[src/phy_stat_pkg.sv]
// Package for the PHY statistics counters and coding sublayer config block.
// Assumes a 125 MHz core clock and a 5-bit management register address.
package phy_stat_pkg;

    // Management register addresses
    localparam logic [4:0] ADDR_LINK_DROP    = 5'h12;
    localparam logic [4:0] ADDR_FALSE_CARR   = 5'h13;
    localparam logic [4:0] ADDR_RX_ERR_PKT   = 5'h15;
    localparam logic [4:0] ADDR_SILICON_REV  = 5'h16;
    localparam logic [4:0] ADDR_CODING_CFG   = 5'h17;

    // Coding sublayer config field positions
    localparam int BIT_NRZI_EN      = 15;
    localparam int BIT_TIMER_LONG   = 14;
    localparam int BIT_TIMER_DIS    = 13;
    localparam int BIT_REPEATER     = 12;
    localparam int BIT_ENC_SELECT   = 11;
    localparam int BIT_TX_FORCE_OFF = 4;

    // Reset values of the config fields
    localparam logic NRZI_EN_RST      = 1'b1;
    localparam logic TIMER_LONG_RST   = 1'b0;
    localparam logic TIMER_DIS_RST    = 1'b0;
    localparam logic ENC_SELECT_RST   = 1'b0;
    localparam logic TX_FORCE_OFF_RST = 1'b0;

    // Counter constants
    localparam logic [15:0] COUNT_ZERO = 16'h0000;
    localparam logic [15:0] COUNT_ONE  = 16'h0001;
    localparam logic [15:0] COUNT_FULL = 16'hffff;
    localparam logic [15:0] READ_ZERO  = 16'h0000;

    // Descrambler timer intervals
    localparam int CLK_PERIOD_PS   = 8000;
    localparam int TIMER_SHORT_US  = 722;
    localparam int TIMER_LONG_MS   = 2;
    localparam int TIMER_SHORT_CYC = (TIMER_SHORT_US * 1000000) / CLK_PERIOD_PS;
    localparam int TIMER_LONG_CYC  = (TIMER_LONG_MS * 1000000000) / CLK_PERIOD_PS;
    localparam int TIMER_W         = 18;
    localparam int IDLE_W          = 8;
    localparam int MIN_IDLES_DEF   = 8;
    localparam int CIM_W           = 8;

    // Receive packet tracking states
    typedef enum logic [0:0]
    {
        RX_WAIT   = 1'b0,
        RX_IN_PKT = 1'b1
    } rx_state_t;

endpackage : phy_stat_pkg

[src/phy_stat_counters.sv]
// Statistics counters, silicon revision word and coding sublayer config bits.
// Assumes all event inputs are synchronous to CORE_CLK and that the serial
// management frame decoder presents one-cycle read and write strobes.

module phy_stat_counters
    import phy_stat_pkg::*;
#(
    parameter logic [15:0] SILICON_REV = 16'h0001, // Arbitrary value
    parameter int          SHORT_CYC   = TIMER_SHORT_CYC,
    parameter int          LONG_CYC    = TIMER_LONG_CYC,
    parameter int          MIN_IDLES   = MIN_IDLES_DEF
)
(
    input  wire logic        CORE_CLK,        // Core clock, 125 MHz
    input  wire logic        RST,             // Synchronous reset, high
    input  wire logic        REPEATER_STRAP,  // Repeater strap level
    input  wire logic [4:0]  REG_ADDR,        // Management register address
    input  wire logic        REG_RD,          // Read strobe
    input  wire logic        REG_WR,          // Write strobe
    input  wire logic [15:0] REG_WDATA,       // Write data
    output logic      [15:0] REG_RDATA,       // Read data, next cycle
    input  wire logic        LINK_DROP,       // Link lost pulse
    input  wire logic        FALSE_CARRIER,   // False carrier pulse
    input  wire logic        CIM_CLEAR,       // Clear monitor counter
    output logic      [7:0]  CIM_EVENT_COUNT, // Monitor's own count
    input  wire logic        RX_ACTIVE,       // Receive activity level
    input  wire logic        RX_ERROR,        // Receive error level
    input  wire logic        COLLISION,       // Collision level
    input  wire logic        TX_ACTIVE,       // Transmit activity level
    input  wire logic        FULL_DUPLEX,     // Full duplex configured
    input  wire logic        IDLE_SYMBOL,     // Idle symbol received pulse
    output logic             DESCRAM_RESYNC,  // Restart idle search pulse
    output logic             CRS_OUT,         // Carrier sense
    output logic             NRZI_ENABLE,     // NRZI coding on
    output logic             EXT_ENCODER_SEL, // 1 binary, 0 MLT-3
    output logic             TX_FORCE_OFF     // 100 Mb/s outputs idle
);

    // Parameters the counters cannot serve
    if (LONG_CYC >= (1 << TIMER_W) || SHORT_CYC >= (1 << TIMER_W) || SHORT_CYC < 2 || LONG_CYC < 2)
    begin : g_bad_timer
        $error("Timer interval does not fit the timer width");
    end
    if (MIN_IDLES < 1 || MIN_IDLES >= (1 << IDLE_W))
    begin : g_bad_idle
        $error("Minimum idle count out of range");
    end

    logic [15:0]        link_drop_tally_reg;
    logic [15:0]        false_carrier_tally_reg;
    logic [15:0]        rx_error_tally_reg;
    logic [CIM_W-1:0]   cim_count_reg;
    logic               descram_timer_long_select_reg;
    logic               descram_timer_disable_reg;
    logic               repeater_reg;
    logic               nrzi_reg;
    logic               ext_encoder_select_reg;
    logic               tx_off_reg;
    logic               crs_reg;
    logic               resync_reg;
    logic [15:0]        rdata_reg;
    logic [15:0]        rdata_next;
    logic [TIMER_W-1:0] timer_reg;
    logic [TIMER_W-1:0] timer_limit;
    logic [IDLE_W-1:0]  idle_count_reg;
    logic               timer_expire;
    logic               err_seen_reg;
    logic               coll_seen_reg;
    logic               pkt_err_end;
    logic               fc_read;
    logic               cfg_write;
    rx_state_t          rx_state_reg;

    assign fc_read   = REG_RD && (REG_ADDR == ADDR_FALSE_CARR);
    assign cfg_write = REG_WR && (REG_ADDR == ADDR_CODING_CFG);

    // Link loss counter
    always_ff @(posedge CORE_CLK)
    begin
        if (RST)
            link_drop_tally_reg <= COUNT_ZERO;
        else if (LINK_DROP)
            link_drop_tally_reg <= link_drop_tally_reg + COUNT_ONE;
    end

    // False carrier counter; an event in the read cycle survives the clear
    always_ff @(posedge CORE_CLK)
    begin
        if (RST)
            false_carrier_tally_reg <= COUNT_ZERO;
        else if (fc_read)
            false_carrier_tally_reg <= FALSE_CARRIER ? COUNT_ONE : COUNT_ZERO;
        else if (FALSE_CARRIER && false_carrier_tally_reg != COUNT_FULL)
            false_carrier_tally_reg <= false_carrier_tally_reg + COUNT_ONE;
    end

    always_ff @(posedge CORE_CLK)
    begin
        if (RST)
            cim_count_reg <= '0;
        else if (CIM_CLEAR)
            // An event in the clear cycle is kept, as on the false carrier count
            cim_count_reg <= CIM_W'(FALSE_CARRIER);
        else if (FALSE_CARRIER && cim_count_reg != {CIM_W{1'b1}})
            cim_count_reg <= cim_count_reg + 1'b1;
    end

    // Packet tracking; errors and collisions are latched per packet
    always_ff @(posedge CORE_CLK)
    begin
        if (RST)
        begin
            rx_state_reg  <= RX_WAIT;
            err_seen_reg  <= 1'b0;
            coll_seen_reg <= 1'b0;
        end
        else
        begin
            case (rx_state_reg)
                RX_WAIT:
                begin
                    if (RX_ACTIVE)
                        rx_state_reg <= RX_IN_PKT;
                    err_seen_reg  <= RX_ACTIVE && RX_ERROR;
                    coll_seen_reg <= RX_ACTIVE && COLLISION;
                end
                RX_IN_PKT:
                begin
                    if (!RX_ACTIVE)
                        rx_state_reg <= RX_WAIT;
                    err_seen_reg  <= err_seen_reg || RX_ERROR;
                    coll_seen_reg <= coll_seen_reg || COLLISION;
                end
                default:
                    rx_state_reg <= RX_WAIT;
            endcase
        end
    end

    assign pkt_err_end = (rx_state_reg == RX_IN_PKT) && !RX_ACTIVE && err_seen_reg && !coll_seen_reg;

    // Receive error packet counter
    always_ff @(posedge CORE_CLK)
    begin
        if (RST)
            rx_error_tally_reg <= COUNT_ZERO;
        else if (pkt_err_end)
            rx_error_tally_reg <= rx_error_tally_reg + COUNT_ONE;
    end

    // Config bits; the repeater bit takes the strap while reset is high
    always_ff @(posedge CORE_CLK)
    begin
        if (RST)
        begin
            nrzi_reg                      <= NRZI_EN_RST;
            descram_timer_long_select_reg <= TIMER_LONG_RST;
            descram_timer_disable_reg     <= TIMER_DIS_RST;
            repeater_reg                  <= REPEATER_STRAP;
            ext_encoder_select_reg        <= ENC_SELECT_RST;
            tx_off_reg                    <= TX_FORCE_OFF_RST;
        end
        else if (cfg_write)
        begin
            nrzi_reg                      <= REG_WDATA[BIT_NRZI_EN];
            descram_timer_long_select_reg <= REG_WDATA[BIT_TIMER_LONG];
            descram_timer_disable_reg     <= REG_WDATA[BIT_TIMER_DIS];
            repeater_reg                  <= REG_WDATA[BIT_REPEATER];
            ext_encoder_select_reg        <= REG_WDATA[BIT_ENC_SELECT];
            tx_off_reg                    <= REG_WDATA[BIT_TX_FORCE_OFF];
        end
    end

    // Interval end; a shortened interval mid-count ends at once
    assign timer_limit  = descram_timer_long_select_reg ? TIMER_W'(LONG_CYC - 1) : TIMER_W'(SHORT_CYC - 1);
    assign timer_expire = !descram_timer_disable_reg && (timer_reg >= timer_limit);

    // Descrambler timer and idle tally
    always_ff @(posedge CORE_CLK)
    begin
        if (RST || descram_timer_disable_reg)
        begin
            timer_reg      <= '0;
            idle_count_reg <= '0;
            resync_reg     <= 1'b0;
        end
        else if (timer_expire)
        begin
            timer_reg      <= '0;
            idle_count_reg <= '0;
            resync_reg     <= (idle_count_reg < IDLE_W'(MIN_IDLES));
        end
        else
        begin
            timer_reg  <= timer_reg + 1'b1;
            resync_reg <= 1'b0;
            if (IDLE_SYMBOL && idle_count_reg != {IDLE_W{1'b1}})
                idle_count_reg <= idle_count_reg + 1'b1;
        end
    end

    // Carrier sense; full duplex node follows receive only
    always_ff @(posedge CORE_CLK)
    begin
        if (RST)
            crs_reg <= 1'b0;
        else if (repeater_reg || FULL_DUPLEX)
            crs_reg <= RX_ACTIVE;
        else
            crs_reg <= RX_ACTIVE || TX_ACTIVE;
    end

    // Read data mux; unmapped addresses read zero
    always_comb
    begin
        rdata_next = READ_ZERO;
        case (REG_ADDR)
            ADDR_LINK_DROP:   rdata_next = link_drop_tally_reg;
            ADDR_FALSE_CARR:  rdata_next = false_carrier_tally_reg;
            ADDR_RX_ERR_PKT:  rdata_next = rx_error_tally_reg;
            ADDR_SILICON_REV: rdata_next = SILICON_REV;
            ADDR_CODING_CFG:
            begin
                rdata_next[BIT_NRZI_EN]      = nrzi_reg;
                rdata_next[BIT_TIMER_LONG]   = descram_timer_long_select_reg;
                rdata_next[BIT_TIMER_DIS]    = descram_timer_disable_reg;
                rdata_next[BIT_REPEATER]     = repeater_reg;
                rdata_next[BIT_ENC_SELECT]   = ext_encoder_select_reg;
                rdata_next[BIT_TX_FORCE_OFF] = tx_off_reg;
            end
            default:          rdata_next = READ_ZERO;
        endcase
    end

    // Read data holds until the next read
    always_ff @(posedge CORE_CLK)
    begin
        if (RST)
            rdata_reg <= READ_ZERO;
        else if (REG_RD)
            rdata_reg <= rdata_next;
    end

    assign REG_RDATA       = rdata_reg;
    assign CIM_EVENT_COUNT = cim_count_reg;
    assign DESCRAM_RESYNC  = resync_reg;
    assign CRS_OUT         = crs_reg;
    assign NRZI_ENABLE     = nrzi_reg;
    assign EXT_ENCODER_SEL = ext_encoder_select_reg;
    assign TX_FORCE_OFF    = tx_off_reg;
endmodule : phy_stat_counters

[config.mk]
export PLATFORM = sky130hd
export DESIGN_NAME = phy_stat_counters
export DESIGN_NICKNAME = d
export VERILOG_FILES = /design/src/phy_stat_pkg.sv /design/src/phy_stat_counters.sv
export SDC_FILE = /design/constraint.sdc
export NUM_CORES = 1
export LEC_CHECK = 0
export BUFFER_PORTS_ARGS = -buffer_cell sky130_fd_sc_hd__buf_4
export CORE_MARGIN = 2
export CORE_UTILIZATION = 45
export DETAILED_ROUTE_END_ITERATION = 16
export GPL_ROUTABILITY_DRIVEN = 1
export HOLD_SLACK_MARGIN = 0.05
export PLACE_DENSITY = 0.65
export SYNTH_ARGS = -nofsm -noshare
export SYNTH_HDL_FRONTEND = slang
export SYNTH_SLANG_ARGS = --single-unit
[constraint.sdc]
create_clock -name CORE_CLK -period 3.5 [get_ports CORE_CLK]
set_input_delay 0.35 -clock CORE_CLK [delete_from_list [all_inputs] [get_ports CORE_CLK]]
set_output_delay 0.35 -clock CORE_CLK [all_outputs]
set_load 0.01 [all_outputs]
# --- Word-level counts from Yosys, hierarchy flattened ---
# Index checks and enable logic that the tools add are counted.
classes:
  n_addsub: 6
  order_cmp: 2
  n_eq_ne: 8
  n_mux: 16
  bitwise: 2
  reduce_logical: 25
ops:
  columns: ["operator", "count"]
  rows:
  - ["$add A16 B1 Y16 const B", 3]
  - ["$mux W16", 2]
  - ["$eq A5 B5 Y1 const B", 5]
  - ["$pmux W5 S4", 1]
  - ["$add A18 B1 Y18 const B", 1]
  - ["$ge A18 B18 Y1", 1]
  - ["$mux W18", 1]
  - ["$pmux W6 S3", 1]
  - ["$add A8 B1 Y8 const B", 2]
  - ["$ne A16 B16 Y1 const B", 1]
  - ["$ne A8 B8 Y1 const B", 2]
  - ["$pmux W4 S4", 1]
  - ["$logic_and A1 B1 Y1", 11]
  - ["$lt A8 B4 Y1 const B", 1]
  - ["$mux W1", 7]
  - ["$reduce_bool A2 Y1", 3]
  - ["$reduce_or A2 Y1", 3]
  - ["$logic_or A1 B1 Y1", 5]
  - ["$pmux W1 S2", 2]
  - ["$pmux W1 S4", 1]
  - ["$logic_not A1 Y1", 3]
  - ["$not A1 Y1", 2]
totals:
  regBits: 109
  output_inout_bits: 29

# --- Depth between registers and ports, before layout ---
depth:
  ltp_word: 5
  mapped_depth: 9
  ltp_nobuf: 7

# --- Worst setup path after synthesis ---
# No wires, ideal clock.
synth_timing:
  kind: "register to register"
  start: "reg descram_timer_long_select_reg"
  end: "reg timer_reg[13]"
  setup_ns: 0.065
  arrival_ns: 2.051
  t_required_ns: 3.435
  path_slack_ns: 1.384
  stages_incl_launch_ff: 10
  n_path_buf: 2
  synth_period_minus_slack_ns: 2.116
  path_cell_list: "dfxtp_1 > inv_1 > ha_1 > o211ai_2 > a21oi_1 > a311o_1 > or4_1 > buf_2 > buf_6 > nor2_1"
synth_via:
  elab_chain_len: 4
synth_lines:
  columns: ["item", "line", "rtl"]
  rows:
  - ["start, declared", "phy_stat_counters.sv:53", "logic descram_timer_long_select_reg;"]
  - ["start signal, assigned", "phy_stat_counters.sv:166", "descram_timer_long_select_reg <= REG_WDATA[BIT_TIMER_LONG];"]
  - ["$mux W18", "phy_stat_counters.sv:175", "assign timer_limit = descram_timer_long_select_reg ? TIMER_W'(LONG_CYC - 1) : TIMER_W'(SHORT_CYC - 1);"]
  - ["$ge A18 B18 Y1", "phy_stat_counters.sv:176", "assign timer_expire = !descram_timer_disable_reg && (timer_reg >= timer_limit);"]
  - ["$logic_and A1 B1 Y1", "phy_stat_counters.sv:176", null]
  - ["$reduce_or A2 Y1 (no line)", null, null]
  - ["end signal, assigned", "phy_stat_counters.sv:195", "timer_reg <= timer_reg + 1'b1;"]
  - ["end, declared", "phy_stat_counters.sv:63", "logic [TIMER_W-1:0] timer_reg;"]
# Every way passes these cells.
# A chain may end at the register's enable or synchronous reset.

# --- Final worst setup path ---
layout_timing:
  start: "reg descram_timer_long_select_reg"
  end: "reg idle_count_reg[7]"
layout_via:
  elab_chain_len: 4
layout_lines:
  columns: ["item", "line", "rtl"]
  rows:
  - ["$mux W18", "phy_stat_counters.sv:175", null]
  - ["$ge A18 B18 Y1", "phy_stat_counters.sv:176", null]
  - ["$logic_and A1 B1 Y1", "phy_stat_counters.sv:176", null]
  - ["$reduce_or A2 Y1 (no line)", null, null]
  - ["end signal, assigned", "phy_stat_counters.sv:198", "idle_count_reg <= idle_count_reg + 1'b1;"]
  - ["end, declared", "phy_stat_counters.sv:65", "logic [IDLE_W-1:0] idle_count_reg;"]
# Every way passes these cells.

==> run metrics <==
P_leak 2.187 nW; placed cell count 750; DRT antenna net count 0; clk root buf clkbuf_16; switching power around 550 uW; PostCTS Resize Cnt 0; CP Class flop to flop; worst vdd ir about 0.00021 V; max_slew headroom approximately 33%; crit path launch descram_timer_long_select_reg; Via Count approximately 4300; Ports 64; Num CTS Buffers 9; Final Max Tran Viols 0; clock sink count ~110; Final period util 73.59%; R2R depth 8; CTS tree built; number of detailed-route iterations in the first pass 6; Reg-to-Reg Start descram_timer_long_select_reg; RD Place Congestion 0.8331; Routed WL 11460 um; DRT iter0 DRCs about 230; R2R Path End idle_count_reg[7]; worst reg-to-reg setup slack 0.92 ns; row count 38; critical path data required time 3.78 ns; aggregate global-route resource usage about a fifth; CP Cell Sequence inv_1 -> ha_1 -> o211ai_2 -> a21oi_1 -> a311o_1 -> or4_1 -> buf_4 -> nor3_1; Seq/Total Area, Yosys a little over two fifths; global-route wire length before repair a little under 20000 um; Remaining DRCs 0; most frequent cells in the layout dfxtp_1, nor2_1, buf_4; worst slew pin tran slightly above 1 ns; H-tree levels 3; Post-synth EDFFs 1; DP HPWL about 8300 um; Final Instance Count excl. Fillers 766; Post-CTS Setup Inserts 0; Min Hold Slack 0.2045 ns; commonest non-fill, non-tap cell in the layout dfxtp_1; status completed; maxcap violations 0; clock share of power roughly two fifths; layout net count approximately 670; fin worst setup slack slightly above 0.9 ns; dpl ws ~0.90 ns; endpoints failing hold 0; Logic pwr share 5.3%; CP max stage cell or4_1; critical path fanouts, max 16; clock-pin slew on the worst setup and hold paths 0.08 ns; Power Dens Cells approximately 400 nW/um2; Max clock buf depth 2; CORE AREA 10980 um2; FMAX 388.2 MHz; Final Critical Period ~2.6 ns; arrival time worst endpoint between 2 and 3 ns; ys async rst share 0%; Stages on worst setup path 8; Most used DFF post-synth dfxtp_1; vias per cell ~5.6; CP top delay family simple AND/OR/NAND/NOR gates; die area 12280 um2; layout cell share with drive strength beyond 1 13.10%; Warnings, synthesis 0; Syn Nets ~620; Worst Hold Class input pin to flop; RSZ-0062 raised after global routing false; CP Buf/Inv Count 2; initial antenna violation count 0; Final setup viols 0; cts hold-fix bufs 0; Unique masters post-synth 47; post-synthesis cell count approximately 570; pin count of the biggest net entering global routing 51; worst skew pair latency approximately 0.35 ns; CP endpoint kind flop; port bufs 53; global route total overflow 0; Int Pwr 1.822 mW; max incr delay on CP just over 0.7 ns; crit path to idle_count_reg[7]; setup_tns 0 ns; max reg flops 18; WL/cell between 10 and 15 um; hold path start REG_WDATA[15]; Die Span X between 100 and 150 um; Clock Skew 0.01026 ns; Flop pwr share a little over half; mean post-synth cell area ~9 um2; Switching Share a little under a quarter; antenna cells 0; die height between 100 and 150 um; initial core utilization a little under half; Critical Path Start Type flop; mapped cell area around 5100 um2; Seq cells post-synth approximately 110; vias in the first global route between 4000 and 5000; synthesis-to-layout area growth 15.38%
[per-stage QoR]
| stage | instance area, um2 | power (mW) | utilization, % |
|---|---|---|---|
| after detailed placement | 5638 | 1.431 | 51.33 |
| after global placement | 5638 | 1.426 | 51.33 |
| final | 5922 | 2.376 | 53.92 |
| after CTS | 5922 | 2.398 | 53.92 |
| after floorplan | 5132 | 1.381 | - |
| after global routing | 5922 | 2.474 | 53.92 |
[how the worst min path moves through the flow]
stage / slack [ns] / depth (start not counted) / endpoint
floorplan: 0.41 / 1 / DESCRAM_RESYNC
global placement: 0.45 / 1 / DESCRAM_RESYNC
detailed placement: 0.44 / 1 / DESCRAM_RESYNC
CTS: 0.20 / 2 / NRZI_ENABLE
global route: 0.20 / 2 / NRZI_ENABLE
finish: 0.20 / 2 / NRZI_ENABLE
[logic make-up after synthesis]
family          after synthesis  synth area share, %
simple gates                249                23.87
mux                          34                6.655
buf+inv                      29                2.486
flops                       109                42.71
compound gates               79                10.78
xor+xnor                     62                10.58
fa+ha+maj                    12                2.925
[layer usage]
metal / part of all wire [%] / wire, um / track usage, %
met5: 0 / 0 / 0
met2: 45 / 5199 / 29.86
met4: 1.7 / 197 / 7.750
met1: 49 / 5667 / 26.58
met3: 3.4 / 391 / 3.116
[power groups by stage]
| stage | Clock [mW] | Sequential (mW) | Combinational, mW |
|---|---|---|---|
| after detailed placement | 0 | 1.30 | 0.128 |
| after floorplan | 0 | 1.30 | 0.0808 |
| after CTS | 0.995 | 1.27 | 0.128 |
| after global routing | 1.06 | 1.28 | 0.142 |
| after global placement | 0 | 1.30 | 0.124 |
| final | 0.974 | 1.27 | 0.127 |
[Yosys cell counts (2+ instances only)]
cell	n	share of area [%]
nor3_1	15	1.5
or2_2	7	0.85
nand3_1	30	2.9
a211oi_1	5	0.73
dfxtp_1	108	42
o2111ai_1	2	0.34
nor2_1	96	7.0
a21oi_1	20	2.0
nor2b_1	5	0.61
o2bb2ai_1	8	1.4
buf_2	3	0.29
or3_1	4	0.49
nor3b_1	2	0.29
nor4_1	12	1.5
inv_1	8	0.59
a211o_1	2	0.34
o21ai_0	11	1.1
nand3b_1	2	0.29
a22o_1	16	2.7
buf_6	2	0.44
buf_1	4	0.29
and3_1	8	0.98
a31oi_1	2	0.24
clkbuf_1	12	0.88
xor2_1	36	6.1
o22ai_1	6	0.73
xnor2_1	26	4.4
nand4_1	20	2.4
and4_1	8	1.4
nand2_1	32	2.3
mux2i_1	33	6.4
ha_1	12	2.9
or4_1	3	0.44
[worst reg2reg max path, delay by kind of cell, from the launching register on]
kind / cells / cell delay (ns)
compound gates: 3 / 0.45
fa+ha+maj: 1 / 0.34
buf+inv: 2 / 0.42
flops: 1 / 0.39
simple gates: 2 / 0.92
[cell type report]
class | instances | area [um2]
Fill cell | 1021 | 5061
Tap cell | 140 | 175.2
Clock inverter | 6 | 45.04
Clock buffer | 10 | 239.0
Inverter | 8 | 30.03
Multi-Input combinational cell | 436 | 2813
Timing Repair Buffer | 57 | 427.9
Sequential cell | 109 | 2192
(Power assumes the default switching activity.)
